==> src/mcs_pkg.sv <==
/*
  Constants, types and helper functions shared by the motor controller
  mode, configuration and status indication logic.
  Assumes a single 100 MHz system clock; all times are given in
  milliseconds and turned into cycle counts with ms_to_cycles.
*/
// Notes on behaviour
// power-up: blink all three indicators briefly
// analog mode: activity indicator steadily lit
// rc mode: lit, brief blink per pulse
// serial modes: lit, brief blink per receive
// motor indicator lit while any channel driven
// over-current: fault indicator steadily lit
// over-temperature: fault indicator toggles every 75 ms
// main battery low: half-second blinking
// main battery high: 1 s on, 0.3 s off
// logic battery low: 0.5 s on, 0.5 s off
// quad fail at start: fault/motor indicators alternate
// three cutoff switches select the threshold
// below cutoff: stop both motors, report fault
// control inputs one/two carry commands
// flip input only in rc and analog
// four modes; no encoders in rc/analog
// simple serial never transmits
// simple serial slave select option
// packet serial address from switches, eight values
// encoders need packet serial, which transmits
// counter direction follows leading phase
// ten switches, marked position reads on
// host drives input two high to select
package mcs_pkg;

  localparam int CLOCK_KHZ = 100000;
  localparam int TIMER_W   = 27;

  localparam int SELF_TEST_ON_MS  = 100;
  localparam int SELF_TEST_OFF_MS = 100;
  localparam int SELF_TEST_BLINKS = 3;
  localparam int ACTIVITY_DARK_MS = 50;
  localparam int FAST_TOGGLE_MS   = 75;
  localparam int HALF_SEC_MS      = 500;
  localparam int FLICKER_ON_MS    = 1000;
  localparam int FLICKER_OFF_MS   = 300;

  localparam int SWITCH_COUNT  = 10;
  localparam int SW_MODE_A     = 0;
  localparam int SW_MODE_B     = 1;
  localparam int SW_MODE_C     = 2;
  localparam int SW_ADDR_LO    = 3;
  localparam int SW_CUTOFF_LO  = 7;
  localparam int ADDR_W        = 3;
  localparam int MV_W          = 16;

  localparam logic [2:0]  CUT_NONE        = 3'h0;
  localparam logic [2:0]  CUT_LEAD_ACID   = 3'h1;
  localparam logic [15:0] CUTOFF_STEP_MV  = 16'hbb8;

  typedef enum logic [1:0]
  {
    MODE_RC            = 2'b00,
    MODE_ANALOG        = 2'b01,
    MODE_SIMPLE_SERIAL = 2'b10,
    MODE_PACKET_SERIAL = 2'b11
  } mcs_mode_t;

  typedef enum logic [2:0]
  {
    ERR_NONE    = 3'b000,
    ERR_SOLID   = 3'b001,
    ERR_FAST    = 3'b010,
    ERR_HALF    = 3'b011,
    ERR_FLICKER = 3'b100,
    ERR_STEADY  = 3'b101,
    ERR_QUAD    = 3'b110
  } mcs_err_t;

  function automatic int ms_to_cycles(input int ms);
    int cyc;
    cyc = ms * CLOCK_KHZ;
    return (cyc < 1) ? 1 : cyc;
  endfunction

endpackage

==> src/mcs_event_stretch.sv <==
/*
  Stretches a one-cycle event into a pulse of fixed length; a new event
  restarts the pulse. Used to darken the activity indicator briefly.
  Assumes events are synchronous to the clock.
*/
`timescale 1ns/1ps
module mcs_event_stretch
#(
  parameter int unsigned LENGTH_CYC = 5000000
)
(
  input  wire logic                       i_clock,
  input  wire logic                       i_reset_n,
  input  wire logic                       i_event,
  output logic                            o_active
);
  import mcs_pkg::*;

  logic [TIMER_W-1:0] remain_reg;

  always_ff @(posedge i_clock or negedge i_reset_n)
  begin
    if (!i_reset_n)
      remain_reg <= '0;
    else if (i_event)
      remain_reg <= TIMER_W'(LENGTH_CYC);
    else if (remain_reg != '0)
      remain_reg <= remain_reg - 1'b1;
  end

  assign o_active = (remain_reg != '0);

endmodule

==> src/mcs_quad_counter.sv <==
/*
  Quadrature position counter for one encoder. Counts up when phase A
  leads phase B and down when it lags.
  Assumes the phases are already synchronous and clean; a step that
  changes both phases at once is treated as noise and skipped.
*/
`timescale 1ns/1ps
module mcs_quad_counter
#(
  parameter int unsigned COUNT_W = 32
)
(
  input  wire logic               i_clock,
  input  wire logic               i_reset_n,
  input  wire logic               i_enable,
  input  wire logic               i_phase_a,
  input  wire logic               i_phase_b,
  output logic [COUNT_W-1:0]      o_count
);
  import mcs_pkg::*;

  logic prev_a_reg;
  logic prev_b_reg;
  logic one_step;
  logic count_up;

  assign one_step = (prev_a_reg ^ i_phase_a) ^ (prev_b_reg ^ i_phase_b);
  // forward sequence 00,10,11,01 always has prev_a equal to new b
  assign count_up = ~(prev_a_reg ^ i_phase_b);

  always_ff @(posedge i_clock or negedge i_reset_n)
  begin
    if (!i_reset_n)
    begin
      prev_a_reg <= 1'b0;
      prev_b_reg <= 1'b0;
    end
    else
    begin
      prev_a_reg <= i_phase_a;
      prev_b_reg <= i_phase_b;
    end
  end

  always_ff @(posedge i_clock or negedge i_reset_n)
  begin
    if (!i_reset_n)
      o_count <= '0;
    else if (i_enable && one_step)
      o_count <= count_up ? o_count + 1'b1 : o_count - 1'b1;
  end

endmodule

==> src/mcs_mode_status.sv <==
/*
  Mode selection, configuration decode and indicator logic of a
  dual-channel brushed motor controller: decodes nine of the ten configuration
  switches, gates the control inputs, encoders and serial transmitter by
  mode, applies the low-voltage cutoff and drives the activity, motor
  and fault indicators.
  Assumes all inputs are synchronous to i_clock, and that motor drive,
  fault detection and serial reception live outside and report here.
*/
`timescale 1ns/1ps
module mcs_mode_status
  import mcs_pkg::*;
#(
  parameter int unsigned SELF_TEST_ON_CYC  = mcs_pkg::ms_to_cycles(mcs_pkg::SELF_TEST_ON_MS),
  parameter int unsigned SELF_TEST_OFF_CYC = mcs_pkg::ms_to_cycles(mcs_pkg::SELF_TEST_OFF_MS),
  parameter int unsigned ACTIVITY_DARK_CYC = mcs_pkg::ms_to_cycles(mcs_pkg::ACTIVITY_DARK_MS),
  parameter int unsigned FAST_TOGGLE_CYC   = mcs_pkg::ms_to_cycles(mcs_pkg::FAST_TOGGLE_MS),
  parameter int unsigned HALF_SEC_CYC      = mcs_pkg::ms_to_cycles(mcs_pkg::HALF_SEC_MS),
  parameter int unsigned FLICKER_ON_CYC    = mcs_pkg::ms_to_cycles(mcs_pkg::FLICKER_ON_MS),
  parameter int unsigned FLICKER_OFF_CYC   = mcs_pkg::ms_to_cycles(mcs_pkg::FLICKER_OFF_MS),
  parameter logic [15:0] LEAD_ACID_CUTOFF_MV = 16'h1770,
  parameter int unsigned ENC_COUNT_W       = 32
)
(
  input  wire logic                              i_clock,
  input  wire logic                              i_resetn,
  input  wire logic [mcs_pkg::SWITCH_COUNT-1:0]  i_config_switch,
  input  wire logic                              i_control_input_one,
  input  wire logic                              i_control_input_two,
  input  wire logic                              i_flip_over_input,
  input  wire logic                              i_rc_pulse_seen,
  input  wire logic                              i_serial_rx_seen,
  input  wire logic [1:0]                        i_motor_driven,
  input  wire logic                              i_over_current,
  input  wire logic                              i_over_temp,
  input  wire logic                              i_main_batt_high,
  input  wire logic                              i_logic_batt_low,
  input  wire logic                              i_quad_fail,
  input  wire logic [mcs_pkg::MV_W-1:0]          i_main_batt_mv,
  input  wire logic [1:0]                        i_enc_phase_a,
  input  wire logic [1:0]                        i_enc_phase_b,
  output mcs_pkg::mcs_mode_t                     o_mode,
  output logic                                   o_command_one,
  output logic                                   o_command_two,
  output logic                                   o_command_enable,
  output logic                                   o_flip_over,
  output logic                                   o_serial_tx_enable,
  output logic [mcs_pkg::ADDR_W-1:0]             o_bus_address,
  output logic                                   o_encoder_enable,
  output logic [ENC_COUNT_W-1:0]                 o_enc_count_one,
  output logic [ENC_COUNT_W-1:0]                 o_enc_count_two,
  output logic                                   o_motor_drive_enable,
  output logic                                   o_low_batt_fault,
  output logic                                   o_activity_indicator,
  output logic                                   o_motor_active_indicator,
  output logic                                   o_fault_indicator
);

  typedef enum logic [1:0]
  {
    ST_TEST_ON  = 2'b00,
    ST_TEST_OFF = 2'b01,
    ST_RUN      = 2'b10
  } mcs_start_t;

  logic               rst_sync1_reg;
  logic               rst_n;
  mcs_start_t         start_reg;
  mcs_start_t         start_next;
  logic [TIMER_W-1:0] start_cnt_reg;
  logic [1:0]         blinks_reg;
  logic               start_len_done;
  logic               running;
  logic               quad_fail_reg;
  mcs_mode_t          mode_next;
  logic               slave_select_on;
  logic [2:0]         cutoff_code;
  logic [MV_W-1:0]    cutoff_mv;
  logic               low_batt_next;
  logic               activity_event;
  logic               activity_dark;
  mcs_err_t           err_next;
  mcs_err_t           err_reg;
  logic               err_phase_reg;
  logic [TIMER_W-1:0] err_cnt_reg;
  logic [TIMER_W-1:0] err_len;
  logic               activity_next;
  logic               motor_led_next;
  logic               fault_led_next;

  // reset is released through two flops; everything else uses rst_n
  always_ff @(posedge i_clock or negedge i_resetn)
  begin
    if (!i_resetn)
    begin
      rst_sync1_reg <= 1'b0;
      rst_n         <= 1'b0;
    end
    else
    begin
      rst_sync1_reg <= 1'b1;
      rst_n         <= rst_sync1_reg;
    end
  end

  // a switch in its marked position reads as 1
  always_comb
  begin
    if (i_config_switch[SW_MODE_C])
      mode_next = MODE_PACKET_SERIAL;
    else if (i_config_switch[SW_MODE_B])
      mode_next = MODE_SIMPLE_SERIAL;
    else if (i_config_switch[SW_MODE_A])
      mode_next = MODE_RC;
    else
      mode_next = MODE_ANALOG;
  end

  // in simple serial the first mode switch is reused as slave select
  assign slave_select_on = (mode_next == MODE_SIMPLE_SERIAL) && i_config_switch[SW_MODE_A];

  assign cutoff_code = i_config_switch[SW_CUTOFF_LO +: 3];

  always_comb
  begin
    case (cutoff_code)
      CUT_NONE:      cutoff_mv = '0;
      CUT_LEAD_ACID: cutoff_mv = LEAD_ACID_CUTOFF_MV;
      default:       cutoff_mv = MV_W'(cutoff_code * CUTOFF_STEP_MV);
    endcase
  end

  assign low_batt_next = (cutoff_code != CUT_NONE) && (i_main_batt_mv < cutoff_mv);

  always_ff @(posedge i_clock or negedge rst_n)
  begin
    if (!rst_n)
    begin
      o_mode        <= MODE_ANALOG;
      o_bus_address <= '0;
    end
    else
    begin
      o_mode        <= mode_next;
      o_bus_address <= i_config_switch[SW_ADDR_LO +: ADDR_W];
    end
  end

  always_ff @(posedge i_clock or negedge rst_n)
  begin
    if (!rst_n)
    begin
      o_command_one    <= 1'b0;
      o_command_two    <= 1'b0;
      o_command_enable <= 1'b0;
      o_flip_over      <= 1'b0;
    end
    else
    begin
      o_command_one    <= i_control_input_one;
      o_command_two    <= i_control_input_two;
      // with slave select the host parks input two low to mute this unit
      o_command_enable <= !slave_select_on || i_control_input_two;
      o_flip_over      <= i_flip_over_input && ((mode_next == MODE_RC) || (mode_next == MODE_ANALOG));
    end
  end

  always_ff @(posedge i_clock or negedge rst_n)
  begin
    if (!rst_n)
    begin
      o_serial_tx_enable <= 1'b0;
      o_encoder_enable   <= 1'b0;
    end
    else
    begin
      // only packet serial talks back; simple serial stays receive-only
      o_serial_tx_enable <= (mode_next == MODE_PACKET_SERIAL);
      o_encoder_enable   <= (mode_next == MODE_PACKET_SERIAL);
    end
  end

  always_ff @(posedge i_clock or negedge rst_n)
  begin
    if (!rst_n)
    begin
      o_low_batt_fault     <= 1'b0;
      o_motor_drive_enable <= 1'b0;
    end
    else
    begin
      o_low_batt_fault     <= low_batt_next;
      // motors stay off through the lamp test so the start is quiet
      o_motor_drive_enable <= running && !low_batt_next;
    end
  end

  mcs_quad_counter
  #(
    .COUNT_W (ENC_COUNT_W)
  )
  u_enc_one
  (
    .i_clock   (i_clock),
    .i_reset_n (rst_n),
    .i_enable  (o_encoder_enable),
    .i_phase_a (i_enc_phase_a[0]),
    .i_phase_b (i_enc_phase_b[0]),
    .o_count   (o_enc_count_one)
  );

  mcs_quad_counter
  #(
    .COUNT_W (ENC_COUNT_W)
  )
  u_enc_two
  (
    .i_clock   (i_clock),
    .i_reset_n (rst_n),
    .i_enable  (o_encoder_enable),
    .i_phase_a (i_enc_phase_a[1]),
    .i_phase_b (i_enc_phase_b[1]),
    .o_count   (o_enc_count_two)
  );

  // power-up lamp test
  assign running = (start_reg == ST_RUN);
  assign start_len_done = (start_reg == ST_TEST_ON)
                          ? (start_cnt_reg >= TIMER_W'(SELF_TEST_ON_CYC - 1))
                          : (start_cnt_reg >= TIMER_W'(SELF_TEST_OFF_CYC - 1));

  always_comb
  begin
    case (start_reg)
      ST_TEST_ON:  start_next = start_len_done ? ST_TEST_OFF : ST_TEST_ON;
      ST_TEST_OFF:
      begin
        if (!start_len_done)
          start_next = ST_TEST_OFF;
        else if (blinks_reg == 2'(SELF_TEST_BLINKS - 1))
          start_next = ST_RUN;
        else
          start_next = ST_TEST_ON;
      end
      ST_RUN:      start_next = ST_RUN;
      default:     start_next = ST_RUN;
    endcase
  end

  always_ff @(posedge i_clock or negedge rst_n)
  begin
    if (!rst_n)
    begin
      start_reg     <= ST_TEST_ON;
      start_cnt_reg <= '0;
      blinks_reg    <= '0;
    end
    else
    begin
      start_reg <= start_next;
      if (start_next != start_reg)
        start_cnt_reg <= '0;
      else if (!running)
        start_cnt_reg <= start_cnt_reg + 1'b1;
      if ((start_reg == ST_TEST_OFF) && (start_next == ST_TEST_ON))
        blinks_reg <= blinks_reg + 1'b1;
    end
  end

  // decoder failure is only looked for while starting up, then held
  always_ff @(posedge i_clock or negedge rst_n)
  begin
    if (!rst_n)
      quad_fail_reg <= 1'b0;
    else if (!running && i_quad_fail && (mode_next == MODE_PACKET_SERIAL))
      quad_fail_reg <= 1'b1;
  end

  // activity indicator darkens briefly on each pulse or received byte
  assign activity_event = ((mode_next == MODE_RC) && i_rc_pulse_seen)
                       || (((mode_next == MODE_SIMPLE_SERIAL) || (mode_next == MODE_PACKET_SERIAL))
                           && i_serial_rx_seen);

  mcs_event_stretch
  #(
    .LENGTH_CYC (ACTIVITY_DARK_CYC)
  )
  u_activity
  (
    .i_clock   (i_clock),
    .i_reset_n (rst_n),
    .i_event   (activity_event),
    .o_active  (activity_dark)
  );

  // fault priority: the most severe condition owns the indicator
  always_comb
  begin
    if (i_over_current)
      err_next = ERR_SOLID;
    else if (i_over_temp)
      err_next = ERR_FAST;
    else if (low_batt_next)
      err_next = ERR_HALF;
    else if (i_main_batt_high)
      err_next = ERR_FLICKER;
    else if (i_logic_batt_low)
      err_next = ERR_STEADY;
    else if (quad_fail_reg)
      err_next = ERR_QUAD;
    else
      err_next = ERR_NONE;
  end

  always_comb
  begin
    case (err_reg)
      ERR_FAST:    err_len = TIMER_W'(FAST_TOGGLE_CYC);
      ERR_HALF:    err_len = TIMER_W'(HALF_SEC_CYC);
      ERR_FLICKER: err_len = err_phase_reg ? TIMER_W'(FLICKER_ON_CYC) : TIMER_W'(FLICKER_OFF_CYC);
      ERR_STEADY:  err_len = TIMER_W'(HALF_SEC_CYC);
      ERR_QUAD:    err_len = TIMER_W'(HALF_SEC_CYC);
      default:     err_len = TIMER_W'(HALF_SEC_CYC);
    endcase
  end

  // a pattern change restarts at the lit phase so it is seen at once
  always_ff @(posedge i_clock or negedge rst_n)
  begin
    if (!rst_n)
    begin
      err_reg       <= ERR_NONE;
      err_phase_reg <= 1'b1;
      err_cnt_reg   <= '0;
    end
    else
    begin
      err_reg <= err_next;
      if (err_next != err_reg)
      begin
        err_phase_reg <= 1'b1;
        err_cnt_reg   <= '0;
      end
      else if (err_cnt_reg >= err_len - 1'b1)
      begin
        err_phase_reg <= ~err_phase_reg;
        err_cnt_reg   <= '0;
      end
      else
        err_cnt_reg <= err_cnt_reg + 1'b1;
    end
  end

  always_comb
  begin
    activity_next  = 1'b1;
    motor_led_next = |i_motor_driven;
    case (err_reg)
      ERR_NONE:  fault_led_next = 1'b0;
      ERR_SOLID: fault_led_next = 1'b1;
      ERR_QUAD:
      begin
        fault_led_next = err_phase_reg;
        motor_led_next = ~err_phase_reg;
      end
      default:   fault_led_next = err_phase_reg;
    endcase
    if (o_mode == MODE_ANALOG)
      activity_next = 1'b1;
    else
      activity_next = !activity_dark;
    if (!running)
    begin
      activity_next  = (start_reg == ST_TEST_ON);
      motor_led_next = (start_reg == ST_TEST_ON);
      fault_led_next = (start_reg == ST_TEST_ON);
    end
  end

  always_ff @(posedge i_clock or negedge rst_n)
  begin
    if (!rst_n)
    begin
      o_activity_indicator     <= 1'b0;
      o_motor_active_indicator <= 1'b0;
      o_fault_indicator        <= 1'b0;
    end
    else
    begin
      o_activity_indicator     <= activity_next;
      o_motor_active_indicator <= motor_led_next;
      o_fault_indicator        <= fault_led_next;
    end
  end

endmodule

==> config.mk <==
export PLATFORM = sky130hd
export DESIGN_NAME = mcs_mode_status
export DESIGN_NICKNAME = d
export VERILOG_FILES = /design/src/mcs_pkg.sv /design/src/mcs_event_stretch.sv /design/src/mcs_quad_counter.sv /design/src/mcs_mode_status.sv
export SDC_FILE = /design/constraint.sdc
export NUM_CORES = 1
export LEC_CHECK = 0
export BUFFER_PORTS_ARGS = -buffer_cell sky130_fd_sc_hd__clkbuf_2
export CAP_MARGIN = 20
export CORE_MARGIN = 4
export CORE_UTILIZATION = 47
export DETAILED_ROUTE_END_ITERATION = 10
export GPL_ROUTABILITY_DRIVEN = 0
export GPL_TIMING_DRIVEN = 0
export PLACE_DENSITY = 0.66
export SYNTH_ARGS = -nofsm -noshare
export SYNTH_HDL_FRONTEND = slang
export SYNTH_SLANG_ARGS = --single-unit
==> constraint.sdc <==
create_clock -name i_clock -period 8.2 [get_ports i_clock]
set_clock_uncertainty 0.1 [all_clocks]
set_input_delay 0.41 -clock i_clock [delete_from_list [all_inputs] [get_ports i_clock]]
set_output_delay 0.41 -clock i_clock [all_outputs]
set_load 0.1 [all_outputs]
* Word level (Yosys, flattened, before mapping)
Cells that the tools add are included.
Storage, ports and cells: output and inout port bits 80, logic and storage cells 126, bits of input ports 44, flip-flop bits (word level) 175
Operators by class: order comparisons 3, $mul 1, reductions and logical operators 29, add/subtract/negate cells 9, mux-type cells 32, eq/ne operators 15, bitwise logic cells 9
Operators with widths (count):
- 2-to-1 mux 27 bit | 7
- adder 32 x 1 -> 32 bit, second input constant | 2
- 2-to-1 mux 32 bit | 2
- subtractor 32 x 1 -> 32 bit, second input constant | 2
- adder 27 x 1 -> 27 bit, second input constant | 2
- case mux 27 bit (2 select lines) | 1
- subtractor 27 x 1 -> 27 bit, second input constant | 2
- case mux 15 bit (2 select lines) | 1
- >= comparator 27 x 24 -> 1 bit, second input constant | 1
- >= comparator 27 bit | 1
- nonzero test 27 bit | 1
- 2-to-1 mux 3 bit | 6
- less-than comparator 16 bit | 1
- multiplier 3 x 9 -> 12 bit, second input constant | 1
- logical AND 1 bit | 11
- 2-to-1 mux 1 bit | 9
- equality test 2 bit, second input constant | 4
- 2-to-1 mux 2 bit | 4
- XOR 1 bit | 8
- equality test 2 x 1 -> 1 bit, second input constant | 3
- equality test 3 x 1 -> 1 bit, second input constant | 2
- equality test 3 bit, second input constant | 2
- logical NOT 2 bit | 3
- logical NOT 3 bit | 2
- 13 further kinds | 20

* Longest topological paths before layout
Gate-level depths: netlist of run 1.
depth after elaboration 9, depth in mapped cells 20, gate-level depth less buffers 19

* By module
From an unflattened synthesis of run 1, not the netlist that was laid out.
Unflattened totals: cells, all modules 1443, area, all modules 12548.3 um2
By module, submodules not included:
- mcs_quad_counter | area an instance 3026.7 um2, times used 2, cells each 374
- mcs_mode_status | area an instance 4953.5 um2, times used 1, cells each 531
- mcs_event_stretch | area an instance 1541.5 um2, times used 1, cells each 164

* Least setup slack after synthesis of run 1
OpenSTA, ideal clock, no wires.
kind input-to-reg, start point input port i_enc_phase_b[0], end point register u_enc_one.o_count[30], slack 3.714 ns, path buffers 0, arrival time 4.315 ns, data required time 8.028 ns, stages 12, setup time 0.072 ns, cells stage by stage xor2_1 ha_1 a21oi_1 o21ai_1 a21o_1 a31o_2 o21ai_1 nand3_2 a2111oi_4 o31ai_1 or4_1 nand3_1
Between the ends: longest elaborated chain between the ends 3
Ends and longest elaborated chain:
- from (decl) | line mcs_mode_status.sv:41 | input wire logic [1:0] i_enc_phase_b,
- XOR 1 bit (2 in a row) | line mcs_quad_counter.sv:27 | assign one_step = (prev_a_reg ^ i_phase_a) ^ (prev_b_reg ^ i_phase_b);
- logical AND 1 bit | line mcs_quad_counter.sv:49 | else if (i_enable && one_step)
- to (signal assigned) | line mcs_quad_counter.sv:50 | o_count <= count_up ? o_count + 1'b1 : o_count - 1'b1;
- to (decl) | line mcs_quad_counter.sv:18 | output logic [COUNT_W-1:0] o_count
Several ways; a longest one is shown, not always the timed one. A chain may end at the register's enable or synchronous reset.

* Worst setup path in the final report of run 1
start point register u_enc_two.prev_a_reg, end point register u_enc_two.o_count[24]
Between the ends: longest elaborated chain between the ends 3
Ends and longest elaborated chain:
- from (decl) | line mcs_quad_counter.sv:22 | logic prev_a_reg;
- from (signal assigned) | line mcs_quad_counter.sv:40 | prev_a_reg <= i_phase_a;
- XOR 1 bit (2 in a row) | line mcs_quad_counter.sv:27
- logical AND 1 bit | line mcs_quad_counter.sv:49
- to (signal assigned) | line mcs_quad_counter.sv:50
- to (decl) | line mcs_quad_counter.sv:18
Several ways; a longest one is shown, not always the timed one.

==> impl_metrics.env, run 1 <==
export IMPL_htree_levels=4
export IMPL_overflow=0
export IMPL_worst_path_largest_cell_delay_ns=0.43
export IMPL_dr_pass1_iters=4
export IMPL_start_util=0.4770
export IMPL_multi_input_area_um2=6893
export IMPL_antenna_found_initial=0
export IMPL_dpl_cell_area_um2=12740
export IMPL_maxCapViolCount=0
export IMPL_wl_per_cell_um=15.36
export IMPL_via_per_inst=5.438
export IMPL_ys_seq_elements=175
export IMPL_cts_made_buffers=17
export IMPL_post_route_drc_count=0
export IMPL_hpwl_mm=19.80
export IMPL_final_cell_mix="172 x dfrtp_1, 129 x nand2_1, 119 x clkbuf_2, 109 x ha_1, 107 x nor2_1"
export IMPL_coreArea_um2=24320
export IMPL_powerDensity_nw_per_um2=377.8
export IMPL_fin_nets=1565
export IMPL_synthCells=1257
export IMPL_ir_drop_mv=0.3025
export IMPL_endpoint_kind="register"
export IMPL_status="complete, no violations"
export IMPL_final_hold_viol_count=0
export IMPL_drive_gt1_frac=0.1507
export IMPL_rsz0062_at_grt="no"
export IMPL_clock_sinks=175
export IMPL_antennaDiodeCount=0
export IMPL_hold_path_depth=1
export IMPL_finalCritPeriodShare=0.5227
export IMPL_fin_crit_ns=4.286
export IMPL_worstPathArrival_ns=4.50
export IMPL_crit_top_cell="a21oi_1"
export IMPL_reg_top3="u_enc_one.o_count (32), u_enc_two.o_count (32)"
export IMPL_clock_path_buffers=2
export IMPL_pre_cts_ws_ns=3.508
export IMPL_r2r_start="u_enc_two.prev_a_reg"
export IMPL_synthArstFlopShare=1.000
export IMPL_port_buffers=119
export IMPL_n_fill_cell=2204
export IMPL_rr_worst_depth=14
export IMPL_finalPower_mw=5.077
export IMPL_drt_iter0_drc=548
export IMPL_holdCritStartpoint="i_enc_phase_b[1]"
export IMPL_die_w_um=165.1
export IMPL_worstPathBufferInverterCount=2
export IMPL_synth_edff_count=0
export IMPL_critPathLaunchType="register"
export IMPL_yosysUniqueCellTypes=81
export IMPL_cts_clk_slew_worst_paths_ns=0.07
export IMPL_stdcell_area_um2=13440
export IMPL_crit_fanout=18
export IMPL_hold_path_end="u_enc_two.prev_b_reg"
export IMPL_io_pins=124
export IMPL_cp_required_ns=8.41
export IMPL_ys_seq_area_frac=0.3777
export IMPL_die_h_um=165.1
export IMPL_relSlewSlack=0.4628
export IMPL_grt_usage=0.2039
export IMPL_synth_avg_cell_area_um2=9.229
export IMPL_p_leak_nw=6.225
export IMPL_synth_warnings=0
export IMPL_die_area_um2=27260
export IMPL_clock_latency_ns=0.44
export IMPL_grt_max_degree=65
export IMPL_cpLargestDelayFamily="compound AO/OA/AOI/OAI gates"
export IMPL_cpMaxStageDelayCell="inv_1"
export IMPL_cts_tree="built"
export IMPL_final_seq_area_um2=4385
export IMPL_grt_pass1_vias=9384
export IMPL_min_path_type="input pin to register"
export IMPL_worstMarginPinSlew_ns=0.7996
export IMPL_grt_pass1_wl_mm=45.56
export IMPL_via_count=9483
export IMPL_synth_flop_cell="dfrtp_1"
export IMPL_num_rows=57
export IMPL_fmax_mhz=233.3
export IMPL_ant_nets=0
export IMPL_setup_viol=0
export IMPL_tns_ns=0
export IMPL_areaGrowthSynthToFinish_pct=15.82
export IMPL_drv_slew=0
export IMPL_layout_commonest_cell="dfrtp_1"
export IMPL_crit_chain="xnor2_1 > inv_1 > buf_16 > ha_1 > a21o_1 > a21oi_1 > o21ai_0 > or3_1 > o221a_2 > o31ai_2 > a21oi_1 > o41ai_2 > nor4b_1 > a211o_1"
export IMPL_netlist_area_um2=11600
export IMPL_setup_slack_ns=3.914
export IMPL_critPathKind="register to register"
export IMPL_drt_total_wl_mm=26.78
export IMPL_r2r_slack_ns=3.91
export IMPL_rr_endpoint="u_enc_two.o_count[24]"
export IMPL_cts_root_buf="clkbuf_16"
## layout make-up
class | count | share of cell area
buffer | 33 | 0.01229
clock buffer | 18 | 0.03268
clock inverter | 14 | 0.01406
inverter | 49 | 0.01369
multi-input combinational | 1001 | 0.5130
sequential | 175 | 0.3264
tap | 324 | 0.03017
timing repair buffer | 130 | 0.05773
## Yosys cell counts (24+ instances only)
library cell    n  area [um^2]
nand2_1       129        484.2
nor2_1        107        401.6
xnor2_1        63        551.8
o21ai_0        96        480.5
a21oi_1        71        355.3
nor3_1         24        120.1
a21o_1         32        240.2
xor2_1         67        586.8
nand3_1        45        225.2
dfrtp_1       173         4329
inv_1          48        180.2
ha_1          109         1364
## layer usage
layer / global-route usage / share of wire
met5: 0 / 0
met4: 0.05066 / 0.011
met3: 0.03127 / 0.035
met2: 0.3370 / 0.48
met1: 0.2818 / 0.48
## metrics by stage
stage          hold slack, ns  utilization  instances
6_report              0.01585       0.5525       1744
2_1_floorplan         0.01441            -       1258
5_1_grt              0.003685       0.5525       1744
4_1_cts              0.003502       0.5525       1744
3_3_place_gp          0.09811       0.5183       1701
3_5_place_dp          0.09967       0.5238       1705
## cell families (layout without fill, tap and decap cells)
family	count (synthesis)	count (layout)	synth area share
buffers and inverters	82	244	0.03009
AND/OR/NAND/NOR	432	432	0.1824
flip-flops	175	175	0.3777
adder cells (fa/ha/maj)	114	114	0.1262
multiplexers	9	9	0.008412
XOR/XNOR	131	131	0.1005
other	2	3	0.0006474
AO/OA/AOI/OAI	312	312	0.1741
## where the power goes
part	switching (mW)	internal (mW)
registers	0.177	1.04
clock network	0.358	0.519
logic	2.15	0.831
total	2.69	2.39
## timing repair
item | CTS | global route
hold endpoints to repair | 8 | 0
hold buffers | 7 | 0
buffers inserted | 0 | 0
resized for setup | 0 | 0
## how the worst max path moves through the flow
| stage | start | cells past startpoint | end | slack, ns |
|---|---|---|---|---|
| after floorplan | rst_n | 0 | blinks_reg[0] | 2.87 |
| after global placement | rst_n | 0 | err_cnt_reg[21] | 0.56 |
| after detailed placement | i_config_switch[7] | 19 | err_cnt_reg[22] | 3.51 |
| after CTS | u_enc_two.prev_a_reg | 14 | u_enc_two.o_count[24] | 3.96 |
| after global routing | u_enc_two.prev_a_reg | 14 | u_enc_two.o_count[24] | 3.56 |
| final | u_enc_two.prev_a_reg | 14 | u_enc_two.o_count[24] | 3.91 |
(Power assumes the default switching activity.)
==> inputs of run 2 (changes only) <==
--- a/config.mk
+++ b/config.mk
@@ -12,7 +12,7 @@
 export DETAILED_ROUTE_END_ITERATION = 10
 export GPL_ROUTABILITY_DRIVEN = 0
 export GPL_TIMING_DRIVEN = 0
-export PLACE_DENSITY = 0.66
+export PLACE_DENSITY = 0.69
 export SYNTH_ARGS = -nofsm -noshare
 export SYNTH_HDL_FRONTEND = slang
 export SYNTH_SLANG_ARGS = --single-unit
==> constraint.sdc (replaced) <==
create_clock -name i_clock -period 3.8 [get_ports i_clock]
set_clock_uncertainty 0.1 [all_clocks]
set_input_delay 0.19 -clock i_clock [delete_from_list [all_inputs] [get_ports i_clock]]
set_output_delay 0.19 -clock i_clock [all_outputs]
set_load 0.1 [all_outputs]
==> impl_metrics.env, run 2 (synthesis results as in run 1) <==
export IMPL_drt_iter0_drc=541
export IMPL_cts_clk_slew_worst_paths_ns=0.07
export IMPL_relSlewSlack=0.4871
export IMPL_cpLargestDelayFamily="adder cells"
export IMPL_cpMaxStageDelayCell="or4_4"
export IMPL_fin_nets=1601
export IMPL_final_cell_mix="168 x dfrtp_1, 128 x nand2_1, 116 x clkbuf_2, 102 x ha_1, 93 x nor2_1"
export IMPL_antenna_found_initial=1
export IMPL_die_h_um=165.1
export IMPL_num_rows=57
export IMPL_rr_worst_depth=14
export IMPL_grt_max_degree=68
export IMPL_port_buffers=119
export IMPL_r2r_start="u_enc_two.prev_a_reg"
export IMPL_cts_root_buf="clkbuf_16"
export IMPL_antennaDiodeCount=0
export IMPL_grt_usage=0.2065
export IMPL_grt_pass1_vias=9490
export IMPL_overflow=0
export IMPL_htree_levels=4
export IMPL_min_path_type="input pin to register"
export IMPL_drt_total_wl_mm=27.69
export IMPL_clock_path_buffers=2
export IMPL_setup_viol=0
export IMPL_status="complete, no violations"
export IMPL_n_fill_cell=2105
export IMPL_layout_commonest_cell="dfrtp_1"
export IMPL_final_hold_viol_count=0
export IMPL_hpwl_mm=19.98
export IMPL_clock_sinks=175
export IMPL_cts_made_buffers=17
export IMPL_maxCapViolCount=0
export IMPL_start_util=0.4770
export IMPL_coreArea_um2=24320
export IMPL_hold_path_depth=4
export IMPL_setup_slack_ns=0.09228
export IMPL_areaGrowthSynthToFinish_pct=21.88
export IMPL_crit_path_start="i_config_switch[8]"
export IMPL_dr_pass1_iters=5
export IMPL_p_leak_nw=6.420
export IMPL_critPathKind="input pin to register"
export IMPL_hold_ws_ns=0.04526
export IMPL_critPathLaunchType="input pin"
export IMPL_grt_pass1_wl_mm=45.84
export IMPL_powerDensity_nw_per_um2=789.2
export IMPL_via_per_inst=5.484
export IMPL_rsz0062_at_grt="yes"
export IMPL_cp_required_ns=4.07
export IMPL_r2r_slack_ns=0.11
export IMPL_drv_slew=0
export IMPL_via_count=9761
export IMPL_finalCritPeriodShare=0.9757
export IMPL_fin_crit_ns=3.708
export IMPL_drive_gt1_frac=0.1964
export IMPL_endpoint_kind="register"
export IMPL_worst_path_largest_cell_delay_ns=0.52
export IMPL_rr_endpoint="u_enc_two.o_count[24]"
export IMPL_worstPathBufferInverterCount=3
export IMPL_clock_latency_ns=0.43
export IMPL_die_area_um2=27260
export IMPL_io_pins=124
export IMPL_fmax_mhz=269.7
export IMPL_die_w_um=165.1
export IMPL_crit_fanout=8
export IMPL_worstPathArrival_ns=3.98
export IMPL_ir_drop_mv=0.8281
export IMPL_hold_path_end="err_reg[0]"
export IMPL_wl_per_cell_um=15.56
export IMPL_worstMarginPinSlew_ns=0.7635
export IMPL_holdCritStartpoint="i_main_batt_high"
export IMPL_post_route_drc_count=0
export IMPL_pre_cts_ws_ns=-0.6605
export IMPL_reg_top3="u_enc_one.o_count (32), u_enc_two.o_count (32)"
export IMPL_crit_chain="buf_12 > fa_2 > ha_4 > fa_2 > o21bai_4 > a31oi_2 > xnor2_1 > nand2_1 > ha_4 > nand4b_1 > nor3_2 > a21boi_2 > o21ai_2 > inv_2 > or4_4 > xor2_4 > nand4_4 > clkbuf_16 > nor2_4"
export IMPL_cts_tree="built"
export IMPL_ant_nets=0
-- run 2: changes by cell type in the layout (fill, tap and decap cells not counted), sizes merged --
cell	change
dlygate4sd3	+14
clkbuf	-3
xor2	+1
clkinv	-1
clkinvlp	+1
buf	+25
inv	-1
-- run 2: worst max path at each step --
stage,depth (start not counted),end,slack (ns)
after floorplan,18,err_cnt_reg[22],0.02
after global placement,21,err_cnt_reg[18],-0.59
after detailed placement,21,err_cnt_reg[11],-0.66
after CTS,14,u_enc_two.o_count[24],-0.03
after global routing,20,err_cnt_reg[11],-0.1
final,19,err_cnt_reg[24],0.09
-- run 2: cell type report --
class	count	area, um^2	share of cell area
well taps	324	405.4	0.02867
multi-input cells	1002	7224	0.5109
plain buffers	32	173.9	0.01230
inverters	49	188.9	0.01336
repair buffers	166	1137	0.08044
flip-flops and latches	175	4390	0.3105
clock inverters	13	186.4	0.01318
clock buffers	19	432.9	0.03062
-- run 2: per-layer routing --
layer  vias up  part of all wire  global-route usage
li1       4840                 -                   -
met4         2             0.016             0.05558
met5         -           0.00043                   0
met3        35             0.037             0.03673
met2       185              0.48              0.3478
met1      4699              0.46              0.2751
-- run 2: repair_timing --
action	in CTS	in global routing
cloned	2	1
pin swaps	11	42
setup endpoints to repair	46	40
setup buffers	8	13
endpoints found under the hold margin	20	0
gates resized for setup	28	70
hold buffers	21	0
-- run 2: metrics by stage --
stage	std cells	area, um^2	TNS [ns]	power [mW]	util
4_1_cts	1766	13780	-0.02599	11.05	0.5665
6_report	1780	14140	0	11.16	0.5814
3_5_place_dp	1704	12720	-19.41	9.042	0.5231
3_3_place_gp	1701	12640	-87.28	8.940	0.5196
5_1_grt	1780	14140	-1.696	11.88	0.5814
2_1_floorplan	1258	11640	0	7.921	-
-- run 2: where the power goes --
part           leakage, nW  switching, mW  internal (mW)
clock                0.290          0.785           1.10
combinational         3.93           4.74           1.91
sequential            2.20          0.377           2.25
-- run 2: worst min-delay path: stages --
cell and delay [ns]:
clkbuf_2 0.10, inv_1 0.06, a31oi_1 0.09, nand2_1 0.10
